==> config.mk <==
export PLATFORM = sky130hd
export DESIGN_NAME = cmsr_regs
export DESIGN_NICKNAME = d
export VERILOG_FILES = /design/src/hdl/cmsr_pkg.sv /design/src/hdl/cmsr_regs.sv
export VERILOG_INCLUDE_DIRS = /design/src /design/src/hdl
export SDC_FILE = /design/constraint.sdc
export NUM_CORES = 1
export LEC_CHECK = 0
export BUFFER_PORTS_ARGS = -buffer_cell sky130_fd_sc_hd__buf_2
export CAP_MARGIN = 10
export CORE_MARGIN = 4
export CORE_UTILIZATION = 51
export DETAILED_ROUTE_END_ITERATION = 10
export GPL_TIMING_DRIVEN = 0
export PLACE_DENSITY_LB_ADDON = 0.05
export REMOVE_ABC_BUFFERS = 1
export SETUP_SLACK_MARGIN = 0.2
export SLEW_MARGIN = 10
export SYNTH_ARGS = -nofsm -noshare
export SYNTH_HDL_FRONTEND = slang
export SYNTH_SLANG_ARGS = --single-unit
export TNS_END_PERCENT = 30
==> constraint.sdc <==
create_clock -name ref_clk -period 1.5 [get_ports ref_clk]
set_input_delay 0.3 -clock ref_clk [delete_from_list [all_inputs] [get_ports ref_clk]]
set_output_delay 0.3 -clock ref_clk [all_outputs]
set_load 0.1 [all_outputs]
==> src/hdl/cmsr_map.svh <==
/*
  register offsets, field positions, reset values and field codes of the
  clock monitor enable and output skew register bank.
  assumes an 8-bit register address space reached over the device's
  internal register port behind the serial control interface.
*/
`ifndef CMSR_MAP_SVH
`define CMSR_MAP_SVH

// register offsets
`define CMSR_LOSS_HIGH_ADDR    8'h8a
`define CMSR_MON_LOW_ADDR      8'h8b
`define CMSR_SKEW_ONE_ADDR     8'h8e
`define CMSR_SKEW_TWO_ADDR     8'h8f

// loss_monitor_enable_high field positions
`define CMSR_HI_LOSS_ONE_BIT   0
`define CMSR_HI_LOSS_TWO_BIT   1

// monitor_enable_low field positions
`define CMSR_LO_OFFSET_ONE_BIT 0
`define CMSR_LO_OFFSET_TWO_BIT 1
`define CMSR_LO_LOSS_ONE_BIT   4
`define CMSR_LO_LOSS_TWO_BIT   5

// reset values
`define CMSR_LOSS_HIGH_RESET   8'h03
`define CMSR_MON_LOW_RESET     8'hff
`define CMSR_SKEW_ONE_RESET    8'h00
`define CMSR_SKEW_TWO_RESET    8'h00

// reserved bits of the two monitor registers, as they read back
`define CMSR_LOSS_HIGH_RSVD    8'h00
`define CMSR_MON_LOW_RSVD      8'hcc

// loss monitor select codes
`define CMSR_LOSS_CODE_OFF     2'h0
`define CMSR_LOSS_CODE_RSVD    2'h1
`define CMSR_LOSS_CODE_SLOW    2'h2
`define CMSR_LOSS_CODE_NORMAL  2'h3

`endif

==> src/hdl/cmsr_pkg.sv <==
/*
  types shared by the clock monitor enable and output skew register bank.
  assumes nothing of its surroundings.
*/
package cmsr_pkg;

  // detector choice handed to one clock input's loss monitor
  typedef enum logic [2:0] {
    CMSR_LOSS_OFF    = 3'h1,
    CMSR_LOSS_SLOW   = 3'h2,
    CMSR_LOSS_NORMAL = 3'h4
  } cmsr_loss_mode_t;

  // settings seen by the input monitors and the output phase adjust
  typedef struct packed {
    cmsr_loss_mode_t    input_one_loss_mode;
    cmsr_loss_mode_t    input_two_loss_mode;
    logic               input_one_loss_code_bad;
    logic               input_two_loss_code_bad;
    logic               input_one_offset_monitor_on;
    logic               input_two_offset_monitor_on;
    logic signed [7:0]  output_one_phase_offset;
    logic signed [7:0]  output_two_phase_offset;
  } cmsr_cfg_t;

endpackage

==> src/hdl/cmsr_regs.sv <==
/*
  clock monitor enable and output skew register bank: four 8-bit
  registers, their read-back mux and the decoded settings for the
  clock input monitors and the output phase adjust logic.
  assumes the register port is driven by control logic on ref_clk, so
  no synchroniser is needed; the monitors themselves live elsewhere.
  the settings leave on a flop, one cycle behind the registers, so a
  consumer sees a write two edges after the write strobe; consumers
  must treat a flagged reserved loss code as monitoring switched off.
*/
`include "cmsr_map.svh"
`timescale 1ns/1ns
`default_nettype none

module cmsr_regs (
  // clock and reset
  input  wire  logic              ref_clk,
  input  wire  logic              reset_n,
  // register port
  input  wire  logic [7:0]        reg_addr,
  input  wire  logic              reg_wr_en,
  input  wire  logic [7:0]        reg_wr_data,
  input  wire  logic              reg_rd_en,
  output var   logic [7:0]        reg_rd_data_ff,
  // decoded settings
  output var   cmsr_pkg::cmsr_cfg_t cfg_ff
);

  // reset images, kept whole so that single fields can be picked from them
  localparam logic [7:0] LOSS_HIGH_RST   = `CMSR_LOSS_HIGH_RESET;
  localparam logic [7:0] MON_LOW_RST     = `CMSR_MON_LOW_RESET;
  localparam logic [7:0] SKEW_ONE_RST    = `CMSR_SKEW_ONE_RESET;
  localparam logic [7:0] SKEW_TWO_RST    = `CMSR_SKEW_TWO_RESET;

  localparam logic [1:0] LOSS_HIGH_RST_F = {
    LOSS_HIGH_RST[`CMSR_HI_LOSS_TWO_BIT],
    LOSS_HIGH_RST[`CMSR_HI_LOSS_ONE_BIT]
  };
  localparam logic [1:0] LOSS_LOW_RST_F  = {
    MON_LOW_RST[`CMSR_LO_LOSS_TWO_BIT],
    MON_LOW_RST[`CMSR_LO_LOSS_ONE_BIT]
  };
  localparam logic [1:0] OFFSET_RST_F    = {
    MON_LOW_RST[`CMSR_LO_OFFSET_TWO_BIT],
    MON_LOW_RST[`CMSR_LO_OFFSET_ONE_BIT]
  };

  // settings while reset is held: both loss selects reset to 11, the
  // normal detector, so the decoded modes start there too
  localparam cmsr_pkg::cmsr_cfg_t CFG_RST = '{
    input_one_loss_mode:         cmsr_pkg::CMSR_LOSS_NORMAL,
    input_two_loss_mode:         cmsr_pkg::CMSR_LOSS_NORMAL,
    input_one_loss_code_bad:     1'b0,
    input_two_loss_code_bad:     1'b0,
    input_one_offset_monitor_on: OFFSET_RST_F[0],
    input_two_offset_monitor_on: OFFSET_RST_F[1],
    output_one_phase_offset:     SKEW_ONE_RST,
    output_two_phase_offset:     SKEW_TWO_RST
  };

  // register fields and their next values
  logic [1:0]          loss_high_ff;
  logic [1:0]          nxt_loss_high;
  logic [1:0]          loss_low_ff;
  logic [1:0]          nxt_loss_low;
  logic [1:0]          offset_on_ff;
  logic [1:0]          nxt_offset_on;
  logic [7:0]          skew_one_ff;
  logic [7:0]          nxt_skew_one;
  logic [7:0]          skew_two_ff;
  logic [7:0]          nxt_skew_two;
  logic [7:0]          nxt_reg_rd_data;
  logic [7:0]          loss_high_view;
  logic [7:0]          mon_low_view;
  cmsr_pkg::cmsr_cfg_t nxt_cfg;

  // one strobe per register, decoded once and shared
  logic                wr_loss_high;
  logic                wr_mon_low;
  logic                wr_skew_one;
  logic                wr_skew_two;

  logic                rd_loss_high;
  logic                rd_mon_low;
  logic                rd_skew_one;
  logic                rd_skew_two;
  logic                rd_unmapped;

  // write data picked apart per input by the decode loop
  wire  logic [1:0]    wr_loss_high_bits;
  wire  logic [1:0]    wr_loss_low_bits;
  wire  logic [1:0]    wr_offset_bits;

  // loss decode results: a three-bit slice and a flag per input
  wire  logic [5:0]    loss_mode_bits;
  wire  logic [1:0]    loss_code_bad;

  // write strobes
  always_comb begin
    wr_loss_high = 1'b0;
    wr_mon_low   = 1'b0;
    wr_skew_one  = 1'b0;
    wr_skew_two  = 1'b0;
    if (reg_wr_en) begin
      case (reg_addr)
        `CMSR_LOSS_HIGH_ADDR: wr_loss_high = 1'b1;
        `CMSR_MON_LOW_ADDR:   wr_mon_low   = 1'b1;
        `CMSR_SKEW_ONE_ADDR:  wr_skew_one  = 1'b1;
        `CMSR_SKEW_TWO_ADDR:  wr_skew_two  = 1'b1;
        // writes elsewhere belong to other banks and are ignored here
        default:              wr_loss_high = 1'b0;
      endcase
    end
  end

  // read strobes: an unmapped read still answers, with zero
  always_comb begin
    rd_loss_high = 1'b0;
    rd_mon_low   = 1'b0;
    rd_skew_one  = 1'b0;
    rd_skew_two  = 1'b0;
    rd_unmapped  = 1'b0;
    if (reg_rd_en) begin
      case (reg_addr)
        `CMSR_LOSS_HIGH_ADDR: rd_loss_high = 1'b1;
        `CMSR_MON_LOW_ADDR:   rd_mon_low   = 1'b1;
        `CMSR_SKEW_ONE_ADDR:  rd_skew_one  = 1'b1;
        `CMSR_SKEW_TWO_ADDR:  rd_skew_two  = 1'b1;
        default:              rd_unmapped  = 1'b1;
      endcase
    end
  end

  // register storage: only the documented fields have flops, so
  // reserved bits have nowhere to land
  always_comb begin
    nxt_loss_high = loss_high_ff;
    nxt_loss_low  = loss_low_ff;
    nxt_offset_on = offset_on_ff;
    nxt_skew_one  = skew_one_ff;
    nxt_skew_two  = skew_two_ff;
    if (wr_loss_high) begin
      nxt_loss_high = wr_loss_high_bits;
    end
    if (wr_mon_low) begin
      nxt_loss_low  = wr_loss_low_bits;
      nxt_offset_on = wr_offset_bits;
    end
    if (wr_skew_one) begin
      nxt_skew_one = reg_wr_data;
    end
    if (wr_skew_two) begin
      nxt_skew_two = reg_wr_data;
    end
  end

  always_ff @(posedge ref_clk or negedge reset_n) begin
    if (!reset_n) begin
      loss_high_ff <= LOSS_HIGH_RST_F;
      loss_low_ff  <= LOSS_LOW_RST_F;
      offset_on_ff <= OFFSET_RST_F;
      skew_one_ff  <= `CMSR_SKEW_ONE_RESET;
      skew_two_ff  <= `CMSR_SKEW_TWO_RESET;
    end else begin
      loss_high_ff <= nxt_loss_high;
      loss_low_ff  <= nxt_loss_low;
      offset_on_ff <= nxt_offset_on;
      skew_one_ff  <= nxt_skew_one;
      skew_two_ff  <= nxt_skew_two;
    end
  end

  // read-back: reserved bits are constants, so no write can move them
  always_comb begin
    loss_high_view = `CMSR_LOSS_HIGH_RSVD;
    loss_high_view[`CMSR_HI_LOSS_ONE_BIT] = loss_high_ff[0];
    loss_high_view[`CMSR_HI_LOSS_TWO_BIT] = loss_high_ff[1];
    mon_low_view = `CMSR_MON_LOW_RSVD;
    mon_low_view[`CMSR_LO_LOSS_ONE_BIT]   = loss_low_ff[0];
    mon_low_view[`CMSR_LO_LOSS_TWO_BIT]   = loss_low_ff[1];
    mon_low_view[`CMSR_LO_OFFSET_ONE_BIT] = offset_on_ff[0];
    mon_low_view[`CMSR_LO_OFFSET_TWO_BIT] = offset_on_ff[1];
  end

  // read mux: a read and a write of one address in one cycle return the
  // old value; the flop keeps its value between reads
  always_comb begin
    nxt_reg_rd_data = reg_rd_data_ff;
    if (rd_unmapped) begin
      nxt_reg_rd_data = 8'h00;
    end
    if (rd_loss_high) begin
      nxt_reg_rd_data = loss_high_view;
    end
    if (rd_mon_low) begin
      nxt_reg_rd_data = mon_low_view;
    end
    if (rd_skew_one) begin
      nxt_reg_rd_data = skew_one_ff;
    end
    if (rd_skew_two) begin
      nxt_reg_rd_data = skew_two_ff;
    end
  end

  always_ff @(posedge ref_clk or negedge reset_n) begin
    if (!reset_n) begin
      reg_rd_data_ff <= 8'h00;
    end else begin
      reg_rd_data_ff <= nxt_reg_rd_data;
    end
  end

  // per-input handling of the split loss select fields; only the field
  // positions differ between the inputs
  genvar gi;
  generate
    for (gi = 0; gi < 2; gi++) begin : g_input
      localparam int HI_POS  = (gi == 0) ? `CMSR_HI_LOSS_ONE_BIT
                                         : `CMSR_HI_LOSS_TWO_BIT;
      localparam int LO_POS  = (gi == 0) ? `CMSR_LO_LOSS_ONE_BIT
                                         : `CMSR_LO_LOSS_TWO_BIT;
      localparam int OFS_POS = (gi == 0) ? `CMSR_LO_OFFSET_ONE_BIT
                                         : `CMSR_LO_OFFSET_TWO_BIT;

      logic [1:0]                code;
      cmsr_pkg::cmsr_loss_mode_t mode;
      logic                      bad;

      // write data picked apart here, so each split field is joined once
      assign wr_loss_high_bits[gi] = reg_wr_data[HI_POS];
      assign wr_loss_low_bits[gi]  = reg_wr_data[LO_POS];
      assign wr_offset_bits[gi]    = reg_wr_data[OFS_POS];

      always_comb begin
        code = {loss_high_ff[gi], loss_low_ff[gi]};
        bad  = 1'b0;
        case (code)
          `CMSR_LOSS_CODE_OFF: begin
            mode = cmsr_pkg::CMSR_LOSS_OFF;
          end
          `CMSR_LOSS_CODE_SLOW: begin
            mode = cmsr_pkg::CMSR_LOSS_SLOW;
          end
          `CMSR_LOSS_CODE_NORMAL: begin
            mode = cmsr_pkg::CMSR_LOSS_NORMAL;
          end
          // the reserved code keeps the monitor quiet rather than guessing
          default: begin
            mode = cmsr_pkg::CMSR_LOSS_OFF;
            bad  = 1'b1;
          end
        endcase
      end

      assign loss_mode_bits[gi*3 +: 3] = mode;
      assign loss_code_bad[gi]         = bad;
    end
  endgenerate

  // settings: decoded selects first
  always_comb begin
    nxt_cfg = cfg_ff;
    nxt_cfg.input_one_loss_mode =
      cmsr_pkg::cmsr_loss_mode_t'(loss_mode_bits[2:0]);
    nxt_cfg.input_two_loss_mode =
      cmsr_pkg::cmsr_loss_mode_t'(loss_mode_bits[5:3]);
    nxt_cfg.input_one_loss_code_bad     = loss_code_bad[0];
    nxt_cfg.input_two_loss_code_bad     = loss_code_bad[1];

    // enables and offsets pass straight through
    nxt_cfg.input_one_offset_monitor_on = offset_on_ff[0];
    nxt_cfg.input_two_offset_monitor_on = offset_on_ff[1];
    nxt_cfg.output_one_phase_offset     = skew_one_ff;
    nxt_cfg.output_two_phase_offset     = skew_two_ff;
  end

  // settings lag the register by one cycle so every output is a flop
  always_ff @(posedge ref_clk or negedge reset_n) begin
    if (!reset_n) begin
      cfg_ff <= CFG_RST;
    end else begin
      cfg_ff <= nxt_cfg;
    end
  end

endmodule

`default_nettype wire

Word level (Yosys, flattened, before mapping). Index checks and enable logic that the tools add are counted.

Reductions and logical operators: 6. Equality and inequality tests: 8. Multiplexer cells: 23.

Operators with widths (count): 8-bit two-way mux (5); 8-bit equality test (second input constant) (4); 1-bit two-way mux (16); 3-bit one-hot mux with 2 select lines (2); 2-bit equality test (second input constant) (4); 3-bit OR reduction (2); 5-bit nonzero test (1); 2-bit zero test (2); 4-bit OR reduction (1).

Word-level logic and storage cells: 51. Input bits: 20. Flip-flop bits (word level): 56.

Depth between registers and ports, before layout.
Word-level depth: 9. Mapped depth: 4. Depth with buffers taken out: 3.

Least setup slack after synthesis. OpenSTA, ideal clock, no wires.

Kind: in2reg. Start point: input reg_addr[6]. End point: register skew_two_ff[0]. Data required time: 1375 ps. Arrival time: 1262 ps. Stages on the path: 3. Slack: 114 ps. Setup time: 125 ps. Path through: nand2b_1 nor3_4 mux2_2.

Longest elaborated chain between the ends: 3.

Ends and longest elaborated chain: from (decl) (RTL line cmsr_regs.sv:20) `input wire logic [7:0] reg_addr,`; 8-bit equality test (RTL line cmsr_regs.sv:105) `case (reg_addr)`; 1-bit two-way mux (RTL line cmsr_regs.sv:105); 1-bit two-way mux (RTL line cmsr_regs.sv:104) `if (reg_wr_en) begin`; to (signal assigned) (RTL line cmsr_regs.sv:163) `` skew_two_ff <= `CMSR_SKEW_TWO_RESET; ``; to (signal assigned) (RTL line cmsr_regs.sv:169) `skew_two_ff <= nxt_skew_two;`; to (decl) (RTL line cmsr_regs.sv:70) `logic [7:0] skew_two_ff;`.

No other way between the ends. A chain may end at the register's enable or synchronous reset.

Worst setup path after layout.
Start point: register cfg_ff[17] in the netlist's numbering. End point: output cfg_ff[17] in the netlist's numbering.

RTL lines: from (decl) (RTL line cmsr_regs.sv:26) `output var cmsr_pkg::cmsr_cfg_t cfg_ff`; from (signal assigned) (RTL line cmsr_regs.sv:283) `cfg_ff <= nxt_cfg;`.

No word-level cell between the ends.

==> results by group <==
STA
  • Ratio of final minimum period to clock period: 90.2%
  • Clock Skew: 5.83 ps
  • Max Transition Viols Final: 0
  • Final WS setup: 148 ps
  • Max Clock Freq: 0.739 GHz
  • Worst slew margin relative to its limit: 55.9%
  • Min Tclk post-route: around 1400 ps
  • Slew at the pin with the worst max-slew slack: 661 ps
  • Hold violation count in the final report: 0
  • Final setup violation count: 0
  • RSZ-0062 raised after global routing: true

Setup path
  • Buf/Inv on CP: 1
  • WS Path Type: flop to output port
  • Max Fanout on Critical Path: 1
  • Worst EP required: around 1200 ps
  • Crit path capture type: output port
  • Register-to-register path setup slack: 300 ps
  • Crit Reg-Reg Startpoint: skew_one_ff[0]
  • Kind of start point of the critical path: flop
  • Critical Path Sink: cfg_ff[17]
  • Family with the most delay on the worst path: flip-flops
  • Logic depth of the worst register-to-register path: 2
  • Path length in cells of the critical path: 1
  • Worst path slowest cell: sky130_fd_sc_hd__dfstp_2
  • Data arrival, critical path: between 1000 and 1500 ps
  • Terminus of the critical flop-to-flop path: reg_rd_data_ff[0]
  • Cell-by-cell trace of the critical path: buf_6
  • Origin of the worst setup path: cfg_ff[17]
  • Peak per-stage delay on the critical path: approximately 540 ps

Global route
  • GR Layer Usage met2: slightly below 30%
  • Remaining global-route overflow: 0
  • Fraction of met3 tracks used by global routing: between 5 and 6%
  • Vias in the first global route: about 1400
  • Global-route usage over all layers: 17.4%
  • First-pass GRT wire length: 6.82 mm
  • Met1 usage: 21.2%
  • Pin count of the biggest net entering global routing: between 50 and 60
  • Initial antenna violation count: 0
  • Layer carrying the most global-route usage: met2

Logic synthesis
  • Yosys warns: 0
  • Netlist area before placement: 2090 um^2
  • Distinct cell type count of the synthesized netlist: 29
  • Synthesized area per cell: approximately 16 um^2
  • Cell count after synthesis: 133
  • Post-synth EDFFs: 0
  • Async set-or-reset flop fraction in the synthesized netlist: 100%
  • Synthesis-stage register bit count: 56
  • Register area share after synthesis: approximately two thirds
  • Leading register cell type out of synthesis: sky130_fd_sc_hd__dfrtp_1

Flow run
  • Maxcap violations: 0

Floorplanning
  • Width of the die: 72.1 um
  • Area of the die: between 5000 and 6000 um^2
  • Number of placement rows: 23
  • Number of top-level pins: 54
  • Vertical die dimension: 72.1 um
  • Starting density of the core: 52.4%
  • Core Area: 4000 um^2

Cells and area
  • Most common library cell in the layout ignoring fill and taps: sky130_fd_sc_hd__dfrtp_1
  • Leading cell types in the layout, fill and taps excluded: 46 x sky130_fd_sc_hd__dfrtp_1, 37 x sky130_fd_sc_hd__buf_2, 24 x sky130_fd_sc_hd__mux2_2
  • Fraction of layout cells with a size suffix above 1: 54.2%
  • Number of nets in the final layout: 211
  • Final Instance Area: 2590 um^2
  • Layout Area Growth over Synthesis: 23.7%
  • Number of antenna diodes: 0
  • Utilization after layout: 64.7%

CTS
  • Sinks on Clock Net: 56
  • CTS Hold Bufs: 0
  • Skew-Pair Late Insertion Delay: 290 ps
  • Clock tree from TritonCTS: done
  • H-tree level count: 2
  • Clk pin slew, worst setup/hold paths: 90 ps
  • Clock root buffer: sky130_fd_sc_hd__clkbuf_8
  • Clock buffer count from CTS: 5
  • Clock Tree Buf Depth: 2

Place
  • Final weighted congestion in routability-driven placement: 0.763
  • HPWL after detailed placement: 2.92 mm
  • Total of buffers placed on input and output ports: 53
  • Post-Place Worst Slack: -351 ps
  • DP Area: 2390 um^2

Routing
  • Antenna Violating Nets Remaining: 0
  • Total Wirelength: 4.00 mm
  • DR iter-0 viols: 46
  • Via count: 1265
  • Via-to-Cell Ratio: 5.23
  • Count of TritonRoute iterations in the first routing pass: 4
  • Mean routed wirelength per cell: 16.5 um
  • Remaining design rule violation count: 0

Pwr
  • PwrDens: 1100 nW/um^2
  • Internal cell power: 0.00205 W
  • Share of power burned in registers: a little under three fifths
  • Combinational group share of total power: 15.1%
  • Peak VDD IR: 0.000784 V
  • Part of the power in the clock network: 28.6%
  • NetSw: 0.000808 W
  • Leakage power total: 1.31 nW
  • Fraction of power spent switching nets: 28.3%

Hold path
  • Hold WC Path Type: primary input to asynchronous set/reset pin

Outcome
  • Run status: finished, final reports clean
power groups by stage:
stage | Combinational, W | Clock [W] | Sequential [W]
6_report | 0.000431 | 0.000817 | 0.00161
2_1_floorplan | 0.0000718 | 0 | 0.00186
5_1_grt | 0.000454 | 0.000911 | 0.00162
3_5_place_dp | 0.000424 | 0 | 0.00164
4_1_cts | 0.000432 | 0.000845 | 0.00161
3_3_place_gp | 0.000418 | 0 | 0.00163
through the flow:
stage | hold slack, ps | power [W] | instances | setup TNS, ps
final | 35.2 | 0.00286 | 242 | 0
after global routing | 81.1 | 0.00298 | 242 | 0
after CTS | 230 | 0.00289 | 240 | 0
after detailed placement | 369 | 0.00206 | 232 | -4960
after global placement | 363 | 0.00205 | 232 | -4640
after floorplan | 4.41 | 0.00193 | 129 | 0
cell families after synthesis:
kind of cell	Yosys count	synth area share (%)
DFF	56	67.5
and+or+nand+nor	29	10.2
muxes	26	15.2
AOI/OAI and AO/OA	14	5.02
buffers and inverters	8	2.03
cell usage after synthesis, types with 2 or more instances:
library cell,instances,share of area [%]
sky130_fd_sc_hd__dfrtp_1,46,55
sky130_fd_sc_hd__nand2_1,6,1.1
sky130_fd_sc_hd__and2_1,2,0.60
sky130_fd_sc_hd__nor2b_1,4,1.2
sky130_fd_sc_hd__mux2_2,24,13
sky130_fd_sc_hd__a21oi_1,4,0.96
sky130_fd_sc_hd__a22o_1,2,0.84
sky130_fd_sc_hd__dfstp_2,10,13
sky130_fd_sc_hd__a22oi_1,2,0.72
sky130_fd_sc_hd__nand2b_1,2,0.60
sky130_fd_sc_hd__inv_1,4,0.72
sky130_fd_sc_hd__o2bb2ai_1,2,0.84
sky130_fd_sc_hd__nor2_1,6,1.1
sky130_fd_sc_hd__o41ai_1,4,1.7
sequential cells by signal (all words and copies together), names as in the netlist:
signal	flops
cfg_ff	26
loss_high_ff	2
loss_low_ff	2
offset_on_ff	2
reg_rd_data_ff	8
skew_one_ff	8
skew_two_ff	8
area by class of cell:
cell class / count / area [um^2]
Sequential cell: 56 / 1410
Multi-Input combinational cell: 69 / 643
Clock buffer: 8 / 90.1
Inverter: 4 / 15.0
Fill cell: 313 / 1410
Tap cell: 50 / 62.6
Timing Repair Buffer: 55 / 365
worst min-delay path by stage:
stage                               start  cells after the start        endpoint  slack, ps
final                             reset_n                      1      cfg_ff[21]         40
after CTS                  reg_wr_data[3]                      2  skew_two_ff[3]        230
after floorplan                   reset_n                      0       cfg_ff[0]          4
after detailed placement  offset_on_ff[1]                      0      cfg_ff[16]        370
after global routing              reset_n                      1      cfg_ff[21]         80
after global placement    offset_on_ff[0]                      0      cfg_ff[17]        360
layer usage:
metal	vias up	share of wire, %
met5	-	0
met2	41	52
met1	636	39
li1	586	-
met3	2	7.9
met4	0	0.47
what timing repair did:
item / CTS / global route
gates cloned: 0 / 0
resized for setup: 20 / 17
buffers inserted: 0 / 2
endpoints found under the hold margin: 0 / 0
pin swaps: 0 / 1
endpoints found under the setup margin: 50 / 54
Note: power is estimated with default switching activity, not from simulation.
